File: src/rtl/lsi_regs.vh
`ifndef LSI_REGS_VH
`define LSI_REGS_VH
// ----------------------------------------
// register offsets within one channel
// ----------------------------------------
`define LSI_OFF_LIVE_A      8'h14
`define LSI_OFF_LIVE_B      8'h15
`define LSI_OFF_FLAGS_A     8'h16
`define LSI_OFF_FLAGS_B     8'h17
`define LSI_OFF_CNT_LOW     8'h18
`define LSI_CHAN_STRIDE     8'h40
// ----------------------------------------
// field positions
// ----------------------------------------
`define LSI_BIT_SIG_LOSS    0
`define LSI_BIT_ALARM_IND   1
`define LSI_BIT_DRV_FAULT   2
`define LSI_BIT_TX_CLK_LOSS 3
`define LSI_BIT_PAT_SYNC    4
`define LSI_BIT_DEACT_CODE  5
`define LSI_BIT_ACT_CODE    6
`define LSI_BIT_REMOTE_LOOP 5
// ----------------------------------------
// reset values and timing
// ----------------------------------------
`define LSI_RST_BYTE        8'h00
`define LSI_TXCLK_LOSS_CYC  7'd70
`endif

File: src/rtl/lsi_channel.v
`timescale 1ns/1ps
// Functional notes
// - live alarm-indication bit 1 of first status register follows detector
// - unmasked alarm-indication event: rising edge, or any change when edge-select set
// - live signal-loss bit 0 follows the receive line pair detector
// - unmasked signal-loss event: rising edge, or any change when edge-select set
// - remote loopback state at bit 5 of second status register; rest zero
// - each channel's registers repeat at offsets spaced 0x40
// - reading first event register clears all its bits except any whose event arrives in the same cycle
// - first event register holds seven latched flags, bit 7 reserved zero
// - reading second event register clears it and drops its request
// - waveform amplitude overflow sets bit 7 of second event register
// - jitter buffer overflow sets bit 6, underflow sets bit 5
// - pattern error, excess zeros, code violation, second timer, counter overflow flags
// - low byte of the error counter reads back, reset zero
// - transmit clock loss live after more than 70 cycles without toggle
// - edge-select 0 means rising transition, 1 means either transition
`include "lsi_regs.vh"
module lsi_channel #(
    parameter [1:0] CHAN_ID = 2'd0
)(
    input  wire        clk,
    input  wire        rst_b,
    input  wire        rd_en,
    input  wire [7:0]  rd_addr,
    output reg  [7:0]  rd_data_q,
    output reg         rd_hit_q,
    input  wire        signal_loss_det,
    input  wire        alarm_ind_det,
    input  wire        driver_fault_det,
    input  wire        pattern_sync_det,
    input  wire        activate_code_det,
    input  wire        deactivate_code_det,
    input  wire        remote_loop_det,
    input  wire        tx_clock_in,
    input  wire [6:0]  live_mask,
    input  wire [6:0]  live_edge_sel,
    input  wire [7:0]  event_pulse_b,
    input  wire [7:0]  mask_b,
    input  wire [7:0]  error_count_low_byte,
    output reg         irq_q
);
    // ----------------------------------------
    // input synchronisers
    // ----------------------------------------
    // detector outputs and the tx clock pin come from other domains
    reg  [7:0]  sync1_q;
    reg  [7:0]  sync2_q;
    wire [7:0]  raw_in = {tx_clock_in, remote_loop_det, activate_code_det, deactivate_code_det,
                          pattern_sync_det, driver_fault_det, alarm_ind_det, signal_loss_det};
    always @(posedge clk or negedge rst_b)
    begin
        if (!rst_b)
        begin
            sync1_q <= 8'h00;
            sync2_q <= 8'h00;
        end
        else
        begin
            sync1_q <= raw_in;
            sync2_q <= sync1_q;
        end
    end
    // ----------------------------------------
    // transmit clock watchdog
    // ----------------------------------------
    reg         txc_prev_q;
    reg  [6:0]  txc_cnt_q;
    reg         tx_clock_loss_live_q;
    always @(posedge clk or negedge rst_b)
    begin
        if (!rst_b)
        begin
            txc_prev_q           <= 1'b0;
            txc_cnt_q            <= 7'd0;
            tx_clock_loss_live_q <= 1'b0;
        end
        else
        begin
            txc_prev_q <= sync2_q[7];
            if (sync2_q[7] != txc_prev_q)
            begin
                txc_cnt_q            <= 7'd0;
                tx_clock_loss_live_q <= 1'b0;
            end
            else if (txc_cnt_q < `LSI_TXCLK_LOSS_CYC)
                txc_cnt_q <= txc_cnt_q + 7'd1;
            else
                tx_clock_loss_live_q <= 1'b1;
        end
    end
    // ----------------------------------------
    // live status and edge events
    // ----------------------------------------
    // live_a bit 7 reserved; bit 3 replaced by the watchdog
    wire [6:0]  live_a = {sync2_q[5], sync2_q[4], sync2_q[3], tx_clock_loss_live_q,
                          sync2_q[2], sync2_q[1], sync2_q[0]};
    wire [7:0]  live_b = {2'b00, sync2_q[6], 5'b00000};
    reg  [6:0]  live_prev_q;
    reg  [6:0]  event_a;
    genvar gi;
    generate
        for (gi = 0; gi < 7; gi = gi + 1)
        begin : g_edge
            always @*
            begin
                // mask 0 enables the event source
                event_a[gi] = ~live_mask[gi] & (live_edge_sel[gi] ? (live_a[gi] ^ live_prev_q[gi])
                               : (live_a[gi] & ~live_prev_q[gi]));
            end
        end
    endgenerate
    // ----------------------------------------
    // address decode
    // ----------------------------------------
    wire [7:0]  base = `LSI_CHAN_STRIDE * {6'd0, CHAN_ID};
    wire [7:0]  local_addr = rd_addr - base;
    wire        in_chan = (rd_addr[7:6] == CHAN_ID);
    wire        rd_a = rd_en & in_chan & (local_addr == `LSI_OFF_FLAGS_A);
    wire        rd_b = rd_en & in_chan & (local_addr == `LSI_OFF_FLAGS_B);
    // ----------------------------------------
    // latched event flags
    // ----------------------------------------
    reg  [6:0]  flags_a_q;
    reg  [7:0]  flags_b_q;
    always @(posedge clk or negedge rst_b)
    begin
        if (!rst_b)
        begin
            live_prev_q <= 7'd0;
            flags_a_q   <= 7'd0;
            flags_b_q   <= `LSI_RST_BYTE;
        end
        else
        begin
            live_prev_q <= live_a;
            // set wins over the clearing read
            flags_a_q <= (rd_a ? 7'd0 : flags_a_q) | event_a;
            flags_b_q <= (rd_b ? 8'h00 : flags_b_q) | event_pulse_b;
        end
    end
    // ----------------------------------------
    // read data and request
    // ----------------------------------------
    reg  [7:0]  rd_mux;
    always @*
    begin
        rd_mux = 8'h00;
        case (local_addr)
            `LSI_OFF_LIVE_A:  rd_mux = {1'b0, live_a};
            `LSI_OFF_LIVE_B:  rd_mux = live_b;
            `LSI_OFF_FLAGS_A: rd_mux = {1'b0, flags_a_q};
            `LSI_OFF_FLAGS_B: rd_mux = flags_b_q;
            `LSI_OFF_CNT_LOW: rd_mux = error_count_low_byte;
            default:          rd_mux = 8'h00;
        endcase
    end
    always @(posedge clk or negedge rst_b)
    begin
        if (!rst_b)
        begin
            rd_data_q <= `LSI_RST_BYTE;
            rd_hit_q  <= 1'b0;
            irq_q     <= 1'b0;
        end
        else
        begin
            rd_hit_q  <= rd_en & in_chan;
            rd_data_q <= (rd_en & in_chan) ? rd_mux : 8'h00;
            // flags_a set only when unmasked, so all of it counts
            irq_q <= (|flags_a_q) | (|(flags_b_q & ~mask_b));
        end
    end
endmodule

File: config.mk
export PLATFORM = sky130hd
export DESIGN_NAME = lsi_channel
export DESIGN_NICKNAME = d
export VERILOG_FILES = /design/src/rtl/lsi_channel.v
export VERILOG_INCLUDE_DIRS = /design/src /design/src/rtl
export SDC_FILE = /design/constraint.sdc
export NUM_CORES = 1
export LEC_CHECK = 0
export BUFFER_PORTS_ARGS = -buffer_cell sky130_fd_sc_hd__buf_2
export CORE_ASPECT_RATIO = 0.8
export CORE_MARGIN = 1.5
export CORE_UTILIZATION = 46
export DETAILED_ROUTE_END_ITERATION = 10
export HOLD_SLACK_MARGIN = 0.08
export MAX_ROUTING_LAYER = met4
export PLACE_DENSITY = 0.86
export SLEW_MARGIN = 20
export SYNTH_ARGS = -nofsm -noshare
export SYNTH_HDL_FRONTEND = slang
export SYNTH_SLANG_ARGS = --single-unit
export TNS_END_PERCENT = 10
File: constraint.sdc
create_clock -name clk -period 1.3 [get_ports clk]
set_input_delay 0.13 -clock clk [delete_from_list [all_inputs] [get_ports clk]]
set_output_delay 0.13 -clock clk [all_outputs]
set_load 0.05 [all_outputs]
* After elaboration in Yosys (flattened, before gate mapping) *
Index checks and enable logic that the tools add are counted.

operators by class
  add/sub/neg operators = 1
  multipliers = 0
  divide/modulo/power cells = 0
  $lt $le $gt $ge = 1
  equal/unequal tests = 7
  shift-type cells = 0
  multiplexer cells = 15
  bitwise logic cells = 43
  reductions and logical operators = 4

operators with widths
  kind                                                              count
  8-bit by 5-bit == test with 1-bit output (second input constant)  5
  8-bit case mux with 5 select lines                                1
  7-bit 2-to-1 mux                                                  3
  1-bit bitwise AND                                                 17
  8-bit 2-to-1 mux                                                  2
  1-bit NOT                                                         14
  1-bit 2-to-1 mux                                                  9
  8-bit bitwise AND                                                 1
  8-bit NOT                                                         1
  8-bit OR                                                          1
  8-bit OR reduction                                                1
  7-bit by 1-bit adder with 7-bit output (second input constant)    1
  7-bit less-than comparator (second input constant)                1
  7-bit OR                                                          1
  7-bit OR reduction                                                1
  1-bit XOR                                                         7
  2-bit zero test                                                   1
  2-bit != test (second input constant)                             1
  2-bit nonzero test                                                1
  1-bit != test                                                     1
  1-bit OR                                                          1

word-level totals
  register bits after elaboration = 57
  bits in latches = 0
  RAM bits = 0
  ROM bits = 0
  input port bits = 57
  memories kept = 0

* Longest topological paths before layout *
Gate-level depths: netlist of run 1.

  depth in word-level cells = 5
  depth in mapped cells = 5
  gate-level depth less buffers = 5

* Worst setup path after synthesis of run 1 *
OpenSTA, ideal clock, no wires.

  path type = reg2reg
  from = register txc_cnt_q[1]
  to = register txc_cnt_q[2]
  setup time = 0.125 ns
  data arrival time = 1.205 ns
  data required time = 1.175 ns
  setup slack = -0.030 ns
  cell stages (with the launch flop) = 4
  buffers on the path = 0
  period minus slack after synthesis = 1.330 ns
  cell sequence = dfrtp_1 a2111oi_2 o21ai_0 mux2_2

on the way
  word-level cells in the longest chain between the ends = 3
  elaborated cells on any way between the ends = 5
  those cells by class = add/sub: 1; order compare: 1; mux: 2; reduce/logical: 1

RTL lines
  what                                    line              text
  start: declaration                      lsi_channel.v:68  reg [6:0] txc_cnt_q;
  start signal: assignment                lsi_channel.v:87  txc_cnt_q <= txc_cnt_q + 7'd1;
  7-bit by 1-bit adder with 7-bit output  lsi_channel.v:87
  7-bit 2-to-1 mux                        lsi_channel.v:86  else if (txc_cnt_q < `LSI_TXCLK_LOSS_CYC)
  7-bit 2-to-1 mux                        lsi_channel.v:81  if (sync2_q[7] != txc_prev_q)

Several ways; a longest one is shown, not always the timed one. The select of a mux whose other input is x is not followed.
A chain may end at the register's enable or synchronous reset.

* Worst setup path in the final report of run 1 *
  from = register flags_a_q[5]
  to = register irq_q

on the way
  word-level cells in the longest chain between the ends = 2

RTL lines
  what                      line               text
  start: declaration        lsi_channel.v:124  reg [6:0] flags_a_q;
  start signal: assignment  lsi_channel.v:138  flags_a_q <= (rd_a ? 7'd0 : flags_a_q) | event_a;
  7-bit OR reduction        lsi_channel.v:171  irq_q <= (|flags_a_q) | (|(flags_b_q & ~mask_b));
  1-bit OR                  lsi_channel.v:171
  end signal: assignment    lsi_channel.v:171
  end: declaration          lsi_channel.v:41   output reg irq_q

No other way between the ends.

==> results.tsv, run 1 <==
metric	value	unit
post-synthesis cell type count	36	
Pwr per Cell Area	1031	nW/um^2
total clock sinks	57	
Initial DRT Pass Iterations	4	
skew final	6.941	ps
vias per cell	5.227	
post-route antenna net violation count	0	
CTS max path bufs	2	
Synth top area share	59.16	%
setup ws final	-62.50	ps
Die Height	67.76	microns
largest area contributor in the synthesized netlist	dfrtp_1	
synthesis-stage register bit count	57	
Initial Util	47.88	%
Seq/Total Area, Yosys	59.16	%
failing checks	setup timing	
Synth-to-Final Area Change	47.02	%
worst min path class	in2reg	
DR DRC count	0	
Post-synth EDFFs	0	
final setup fails	4	
Reg2Reg Launch Point	flags_a_q[5]$_DFF_PN0_	
Least-Margin Pin Slew	423.8	ps
Routed WL	6.159	mm
worst hold slack	91.08	ps
chip width	83.95	microns
WL per Instance	15.71	microns
Final Critical Period	1363	ps
fin util	70.39	%
Synth Instances	196	
Ys Warns	0	
Total Routing Usage GR	24.48	%
Top FF cell, synth	dfrtp_1	
diode count	0	
io pins	67	
Syn Area/Cell	12.30	sq um
Fin. Hold Viols	0	
worst hold path startpoint	live_edge_sel[6]	
Leakage	1.612	nW
# fillers	335	
worst endpoint data arrival time	1570	ps
most numerous cell in the Yosys netlist	dfrtp_1	
crit path launch type	flop	
Power Total	3.654	mW
VDD IR-drop max	0.8994	mV
kind of critical path	reg2reg	
fmax	733.9	MHz
HPWL after DPL	4.077	mm
MaxCap Viol Count	0	
full die area	5688	sq um
IO buf count	66	
Post-CTS Setup Repair Bufs	0	
RSZ-0062 raised after global routing	yes	
Slew HR	71.66	%
Worst-path clk slew	60	ps
syn nets	261	
status	finished, violations left	
vias in the first global route	2069	
clk_lat worst skew	330	ps
TritonCTS clock tree	done	
layout cells sized above 1	38.79	%
first-pass GRT wire length	9.791	mm
Clock H-tree levels	3	
total global routing overflow	0	
count of final max-slew check failures	0	
total core area	5036	sq um
Worst Setup SP	flags_a_q[5]$_DFF_PN0_	
dominant cells by area after synthesis	dfrtp_1 (59%), nand3_1 (5.4%), ha_1 (4.2%), mux2_2 (3.3%), o2bb2ai_1 (2.5%)	
cts bufs inserted	9	
Post-synth top cells	dfrtp_1 (57), nand3_1 (26), inv_1 (13), o21ai_0 (9)	
share of synthesized flip-flops with an asynchronous set or reset	100.0	%
Site Rows	23	
crit path max fanout	2	
root buffer cell	clkbuf_8	
initial antenna violation count	0	
RePlAce Congestion	0.8241	
largest net degree at the start of global routing	58	
fin crit share	104.8	%
worst endpoint required time	1500	ps
Critical Path End Type	flop	
detailed router's first-iteration violation count	114	
Mapped Area	2411	sq um
Vias	2049	
Nets	391	
## metal layers
layer / up-vias / share of wire (%) / GRT usage (%)
met4: 0 / 1.4 / 9.836
met1: 996 / 44 / 28.24
met5: - / 0 / -
met2: 67 / 50 / 40.42
met3: 6 / 5.2 / 8.068
li1: 980 / - / -
## final timing paths
kind | endpoint | slack, ps | cells past startpoint
min reg2reg | sync2_q[6]$_DFF_PN0_ | 350 | 0
max | irq_q$_DFF_PN0_ | -60 | 3
min | flags_a_q[6]$_DFF_PN0_ | 90 | 4
max in group asynchronous | txc_cnt_q[1]$_DFFE_PN0P_ | 710 | 3
min in group asynchronous | sync1_q[0]$_DFF_PN0_ | 330 | 3
max reg2reg | irq_q$_DFF_PN0_ | -60 | 3
## kinds of logic (layout without fill, tap and decap cells)
family          after synthesis  in the layout  share of synthesized area [%]
compound gates               43             43                          12.56
xor+xnor                      2              2                         0.7267
fa+ha+maj                     8              8                          4.152
buf+inv                      17            151                          3.009
flops                        57             57                          59.16
mux                          10             10                          5.034
simple gates                 59             59                          15.36
## cells in the final DEF, fill, tap and decap left out, drive strengths merged, types with 8 or more instances in the layout
cell type,n
buf,92
dfrtp,57
dlygate4sd3,31
nand3,26
clkbuf,15
inv,13
o21ai,9
a21o,8
ha,8
## repair_timing
action | CTS | global route
gates resized for setup | 8 | 11
endpoints found under the setup margin | 5 | 8
hold endpoints to repair | 86 | 0
hold buffers | 31 | 0
pin swaps | 1 | 3
## where the power goes
group	total (mW)	internal [mW]	switching, mW
logic	0.412	0.224	0.188
registers	1.88	1.83	0.0456
clock network	1.37	0.737	0.630
## final cells by class
class / count / area (sq um) / share of cell area, %
clock buffers: 15 / 156.4 / 4.412
multi-input cells: 122 / 977.2 / 27.57
repair buffers: 123 / 855.8 / 24.14
inverters: 13 / 48.80 / 1.377
flip-flops and latches: 57 / 1429 / 40.31
well taps: 62 / 77.57 / 2.188
## flip-flops by register name, summed over array words and instances, names as in the netlist
| signal | flops |
|---|---|
| sync2_q | 8 |
| txc_cnt_q | 7 |
| rd_data_q | 8 |
| sync1_q | 8 |
| irq_q | 1 |
| rd_hit_q | 1 |
| txc_prev_q | 1 |
| tx_clock_loss_live_q | 1 |
| flags_b_q | 8 |
| live_prev_q | 7 |
| flags_a_q | 7 |
## critical path: stages, from the launching register on
cell,delay (ps)
dfrtp_1,400
or4_4,550
nor4_4,180
nand3_1,110
## per-stage QoR
stage	setup slack (ps)	TNS (ps)	cell area (sq um)	std cells
finish	-62.50	-121.0	3545	392
global placement	-86.92	-86.92	3015	346
floorplan	3.350	0	2424	196
CTS	-39.37	-86.58	3505	392
global route	-109.7	-334.9	3545	392
detailed placement	-115.8	-659.0	3015	346
No activity file was read; power rests on OpenSTA's default activity.
==> run 2: changes to the inputs <==
--- a/config.mk
+++ b/config.mk
@@ -6,14 +6,15 @@
 export SDC_FILE = /design/constraint.sdc
 export NUM_CORES = 1
 export LEC_CHECK = 0
+export ABC_AREA = 1
 export BUFFER_PORTS_ARGS = -buffer_cell sky130_fd_sc_hd__buf_2
 export CORE_ASPECT_RATIO = 0.8
 export CORE_MARGIN = 1.5
-export CORE_UTILIZATION = 46
+export CORE_UTILIZATION = 47
 export DETAILED_ROUTE_END_ITERATION = 10
 export HOLD_SLACK_MARGIN = 0.08
 export MAX_ROUTING_LAYER = met4
-export PLACE_DENSITY = 0.86
+export PLACE_DENSITY = 0.87
 export SLEW_MARGIN = 20
 export SYNTH_ARGS = -nofsm -noshare
 export SYNTH_HDL_FRONTEND = slang
==> run 2 against run 1 <==
Compared with the run above: the run now ends clean; first-iteration DRC count rose by 54%; via count is 9.5% higher; maximum frequency increased by 10%; die area up 1.8%; area after synthesis up 4.1%; global-route usage is 0.81 points lower; sequential share of layout area increased by 0.95 points; final cell count is 10% higher; critical path type unchanged; largest power group unchanged.
==> results.tsv, run 2 <==
metric	value	unit	change
status	complete, no violations		
largest net degree at the start of global routing	58		unchanged
initial antenna violation count	0		unchanged
chip width	84.70	microns	+0.90%
final setup fails	0		-4
Total Routing Usage GR	23.67	%	-0.81 points
M1 GR Usage	27.43	%	-0.82 points
IO buf count	66		unchanged
Final Critical Period	1239	ps	-123.4 ps
diode count	0		unchanged
Post-synth EDFFs	0		unchanged
Worst-path clk slew	70	ps	about the same
Post-Synth Simple-Gate Area	22.18	%	+6.8 points
Routed WL	6.171	mm	+0.19%
adder-cell area share of the yosys netlist	3.988	%	-0.16 points
setup ws final	60.89	ps	+123.4 ps
Nets	430		+10%
Initial Util	49.56	%	+1.7 points
count of final max-slew check failures	0		unchanged
Die Height	68.36	microns	+0.89%
met3 Resource Use GR	8.565	%	+0.50 points
CP max stage delay	430	ps	-120 ps
non-filler cells, final	432		+10%
Reg2Reg Launch Point	txc_cnt_q[2]$_DFFE_PN0P_		
Synth top area share	56.83	%	-2.3 points
first-pass GRT wire length	9.846	mm	+0.56%
Syn Area/Cell	9.843	sq um	-20%
total core area	5065	sq um	+0.57%
xor/xnor share of the synthesized area	0.6979	%	-0.029 points
synthesis-stage register bit count	57		unchanged
MaxCap Viol Count	0		unchanged
cts bufs inserted	9		unchanged
fin crit share	95.32	%	-9.5 points
kind of critical path	reg2reg		
io pins	67		unchanged
largest family of logic cells by synthesized area	simple AND/OR/NAND/NOR gates		
Ys Warns	0		unchanged
vias in the first global route	2158		+4.3%
Mapped Area	2510	sq um	+4.1%
largest area contributor in the synthesized netlist	dfrtp_1		
root buffer cell	clkbuf_8		
worst endpoint required time	1560	ps	+60 ps
dominant cells by area after synthesis	dfrtp_1 (57%), nand3_1 (6.6%), inv_1 (5.1%), nor2_1 (4.0%), ha_1 (4.0%)		
Fin. Hold Viols	0		unchanged
TritonCTS clock tree	done		
Leakage	1.787	nW	+11%
hold path depth	4		unchanged
Slew HR	70.40	%	-1.3 points
Synth-to-Final Area Change	37.74	%	
most numerous cell in the Yosys netlist	dfrtp_1		
Initial DRT Pass Iterations	5		+1
Seq/Total Area, Yosys	56.83	%	-2.3 points
HPWL after DPL	4.186	mm	+2.7%
RePlAce Congestion	0.9121		+11%
GR Util met2	39.19	%	-1.2 points
syn nets	320		+23%
R2R setup slack	60	ps	+120 ps
reg2reg end	txc_cnt_q[4]$_DFFE_PN0P_		
Post-synth top cells	dfrtp_1 (57), inv_1 (34), nand3_1 (33), nor2_1 (27), nand2_1 (23)		
crit-path cells	nand2_1, nand3_2, nand2_4, inv_2, nor2_2, nor2_1, nor3_2		
VDD IR-drop max	0.8916	mV	-0.87%
WL per Instance	14.28	microns	-9.1%
worst hold path startpoint	live_edge_sel[6]		
Least-Margin Pin Slew	440.0	ps	+16.16 ps
DR DRC count	0		unchanged
layout cells sized above 1	31.08	%	-7.7 points
Synth Area in Compound Gates	9.372	%	-3.2 points
Top FF cell, synth	dfrtp_1		
WHS Endpoint	flags_a_q[6]$_DFF_PN0_		
Placed Instances	384		+11%
most common cell after layout, fill and taps aside	buf_2		
# fillers	372		+11%
share of synthesized flip-flops with an asynchronous set or reset	100.0	%	unchanged
post-synthesis cell type count	28		-22%
total global routing overflow	0		unchanged
Critical Path End Type	flop		
clk_lat worst skew	340	ps	about the same
detailed router's first-iteration violation count	176		+54%
fmax	807.0	MHz	+10%
crit path launch type	flop		
total clock sinks	57		unchanged
mux cell area share after synthesis	0	%	-5.0 points
Placement Setup Slack	19.52	ps	+135.3 ps
GRT busiest layer	met2		
Clock H-tree levels	3		unchanged
Site Rows	23		unchanged
Vias	2243		+9.5%
worst hold slack	98.25	ps	+7.161 ps
Pwr per Cell Area	1165	nW/um^2	+13%
full die area	5790	sq um	+1.8%
Reg2Reg Depth	7		+4
CTS max path bufs	2		unchanged
post-route antenna net violation count	0		unchanged
worst min path class	in2reg		
skew final	4.628	ps	-2.313 ps
most frequent cells in the layout	buf_2 (66), dfrtp_1 (57), inv_1 (33)		
Critical-path top delay cell	dfrtp_1		
vias per cell	5.192		-0.67%
crit path max fanout	6		+4
worst endpoint data arrival time	1500	ps	-70 ps
Synth Instances	255		+30%
[run 2: critical path, delay by kind of cell, from the launching register on]
kind / cells / cell delay [ps]
buffers and inverters: 1 / 60
and+or+nand+nor: 6 / 660
DFF: 1 / 430
[run 2: cells by family after synthesis]
kind of cell / Yosys count
buffers and inverters: 40
flip-flops: 57
AND/OR/NAND/NOR: 107
XOR/XNOR: 2
adder cells (fa/ha/maj): 8
AO/OA/AOI/OAI: 41
[run 2: worst max-delay path by stage]
stage	cells after the start	to	from
floorplan	7	txc_cnt_q[4]$_DFFE_PN0P_	txc_cnt_q[3]$_DFFE_PN0P_
global placement	7	txc_cnt_q[4]$_DFFE_PN0P_	txc_cnt_q[3]$_DFFE_PN0P_
detailed placement	7	txc_cnt_q[4]$_DFFE_PN0P_	txc_cnt_q[3]$_DFFE_PN0P_
CTS	7	txc_cnt_q[4]$_DFFE_PN0P_	txc_cnt_q[3]$_DFFE_PN0P_
global route	6	txc_cnt_q[5]$_DFFE_PN0P_	txc_cnt_q[2]$_DFFE_PN0P_
finish	7	txc_cnt_q[4]$_DFFE_PN0P_	txc_cnt_q[2]$_DFFE_PN0P_
[run 2: metrics by stage]
stage | setup TNS, ps | utilization, % | area, sq um | total power, mW
after floorplan | 0 | - | 2510 | 2.102
after global placement | 0 | 57.76 | 2925 | 2.265
after detailed placement | 0 | 57.76 | 2925 | 2.291
after CTS | 0 | 66.82 | 3385 | 3.985
after global routing | -14.92 | 68.26 | 3457 | 4.216
final | 0 | 68.26 | 3457 | 4.026
[run 2: timing repair]
item | 4_1_cts | 5_1_grt
hold endpoints to repair | 81 | 0
gates cloned | 0 | 0
setup endpoints to repair | 1 | 1
pin swaps | 0 | 5
hold buffers | 26 | 0
resized for setup | 1 | 8
buffers inserted | 0 | 6
[run 2: layout make-up]
class / count / area, sq um / area share [%]
sequential: 57 / 1426 / 41.26
multi-input combinational: 158 / 939.7 / 27.18
timing repair buffer: 102 / 678.2 / 19.62
clock buffer: 11 / 141.4 / 4.090
inverter: 37 / 138.9 / 4.017
tap: 62 / 77.57 / 2.244
clock inverter: 5 / 55.05 / 1.592
[run 2: per-layer routing]
metal  vias to the layer above  share of wire [%]
met5                         -                  0
met4                         0                1.8
met3                        10                8.7
met2                       129                 49
met1                      1043                 40
li1                       1061                  -
[run 2: where the power goes]
group          leakage (nW)  internal (mW)  switching, mW
Combinational          1.04          0.240          0.229
Clock                0.0953          0.929          0.711
Sequential            0.656           1.85         0.0663
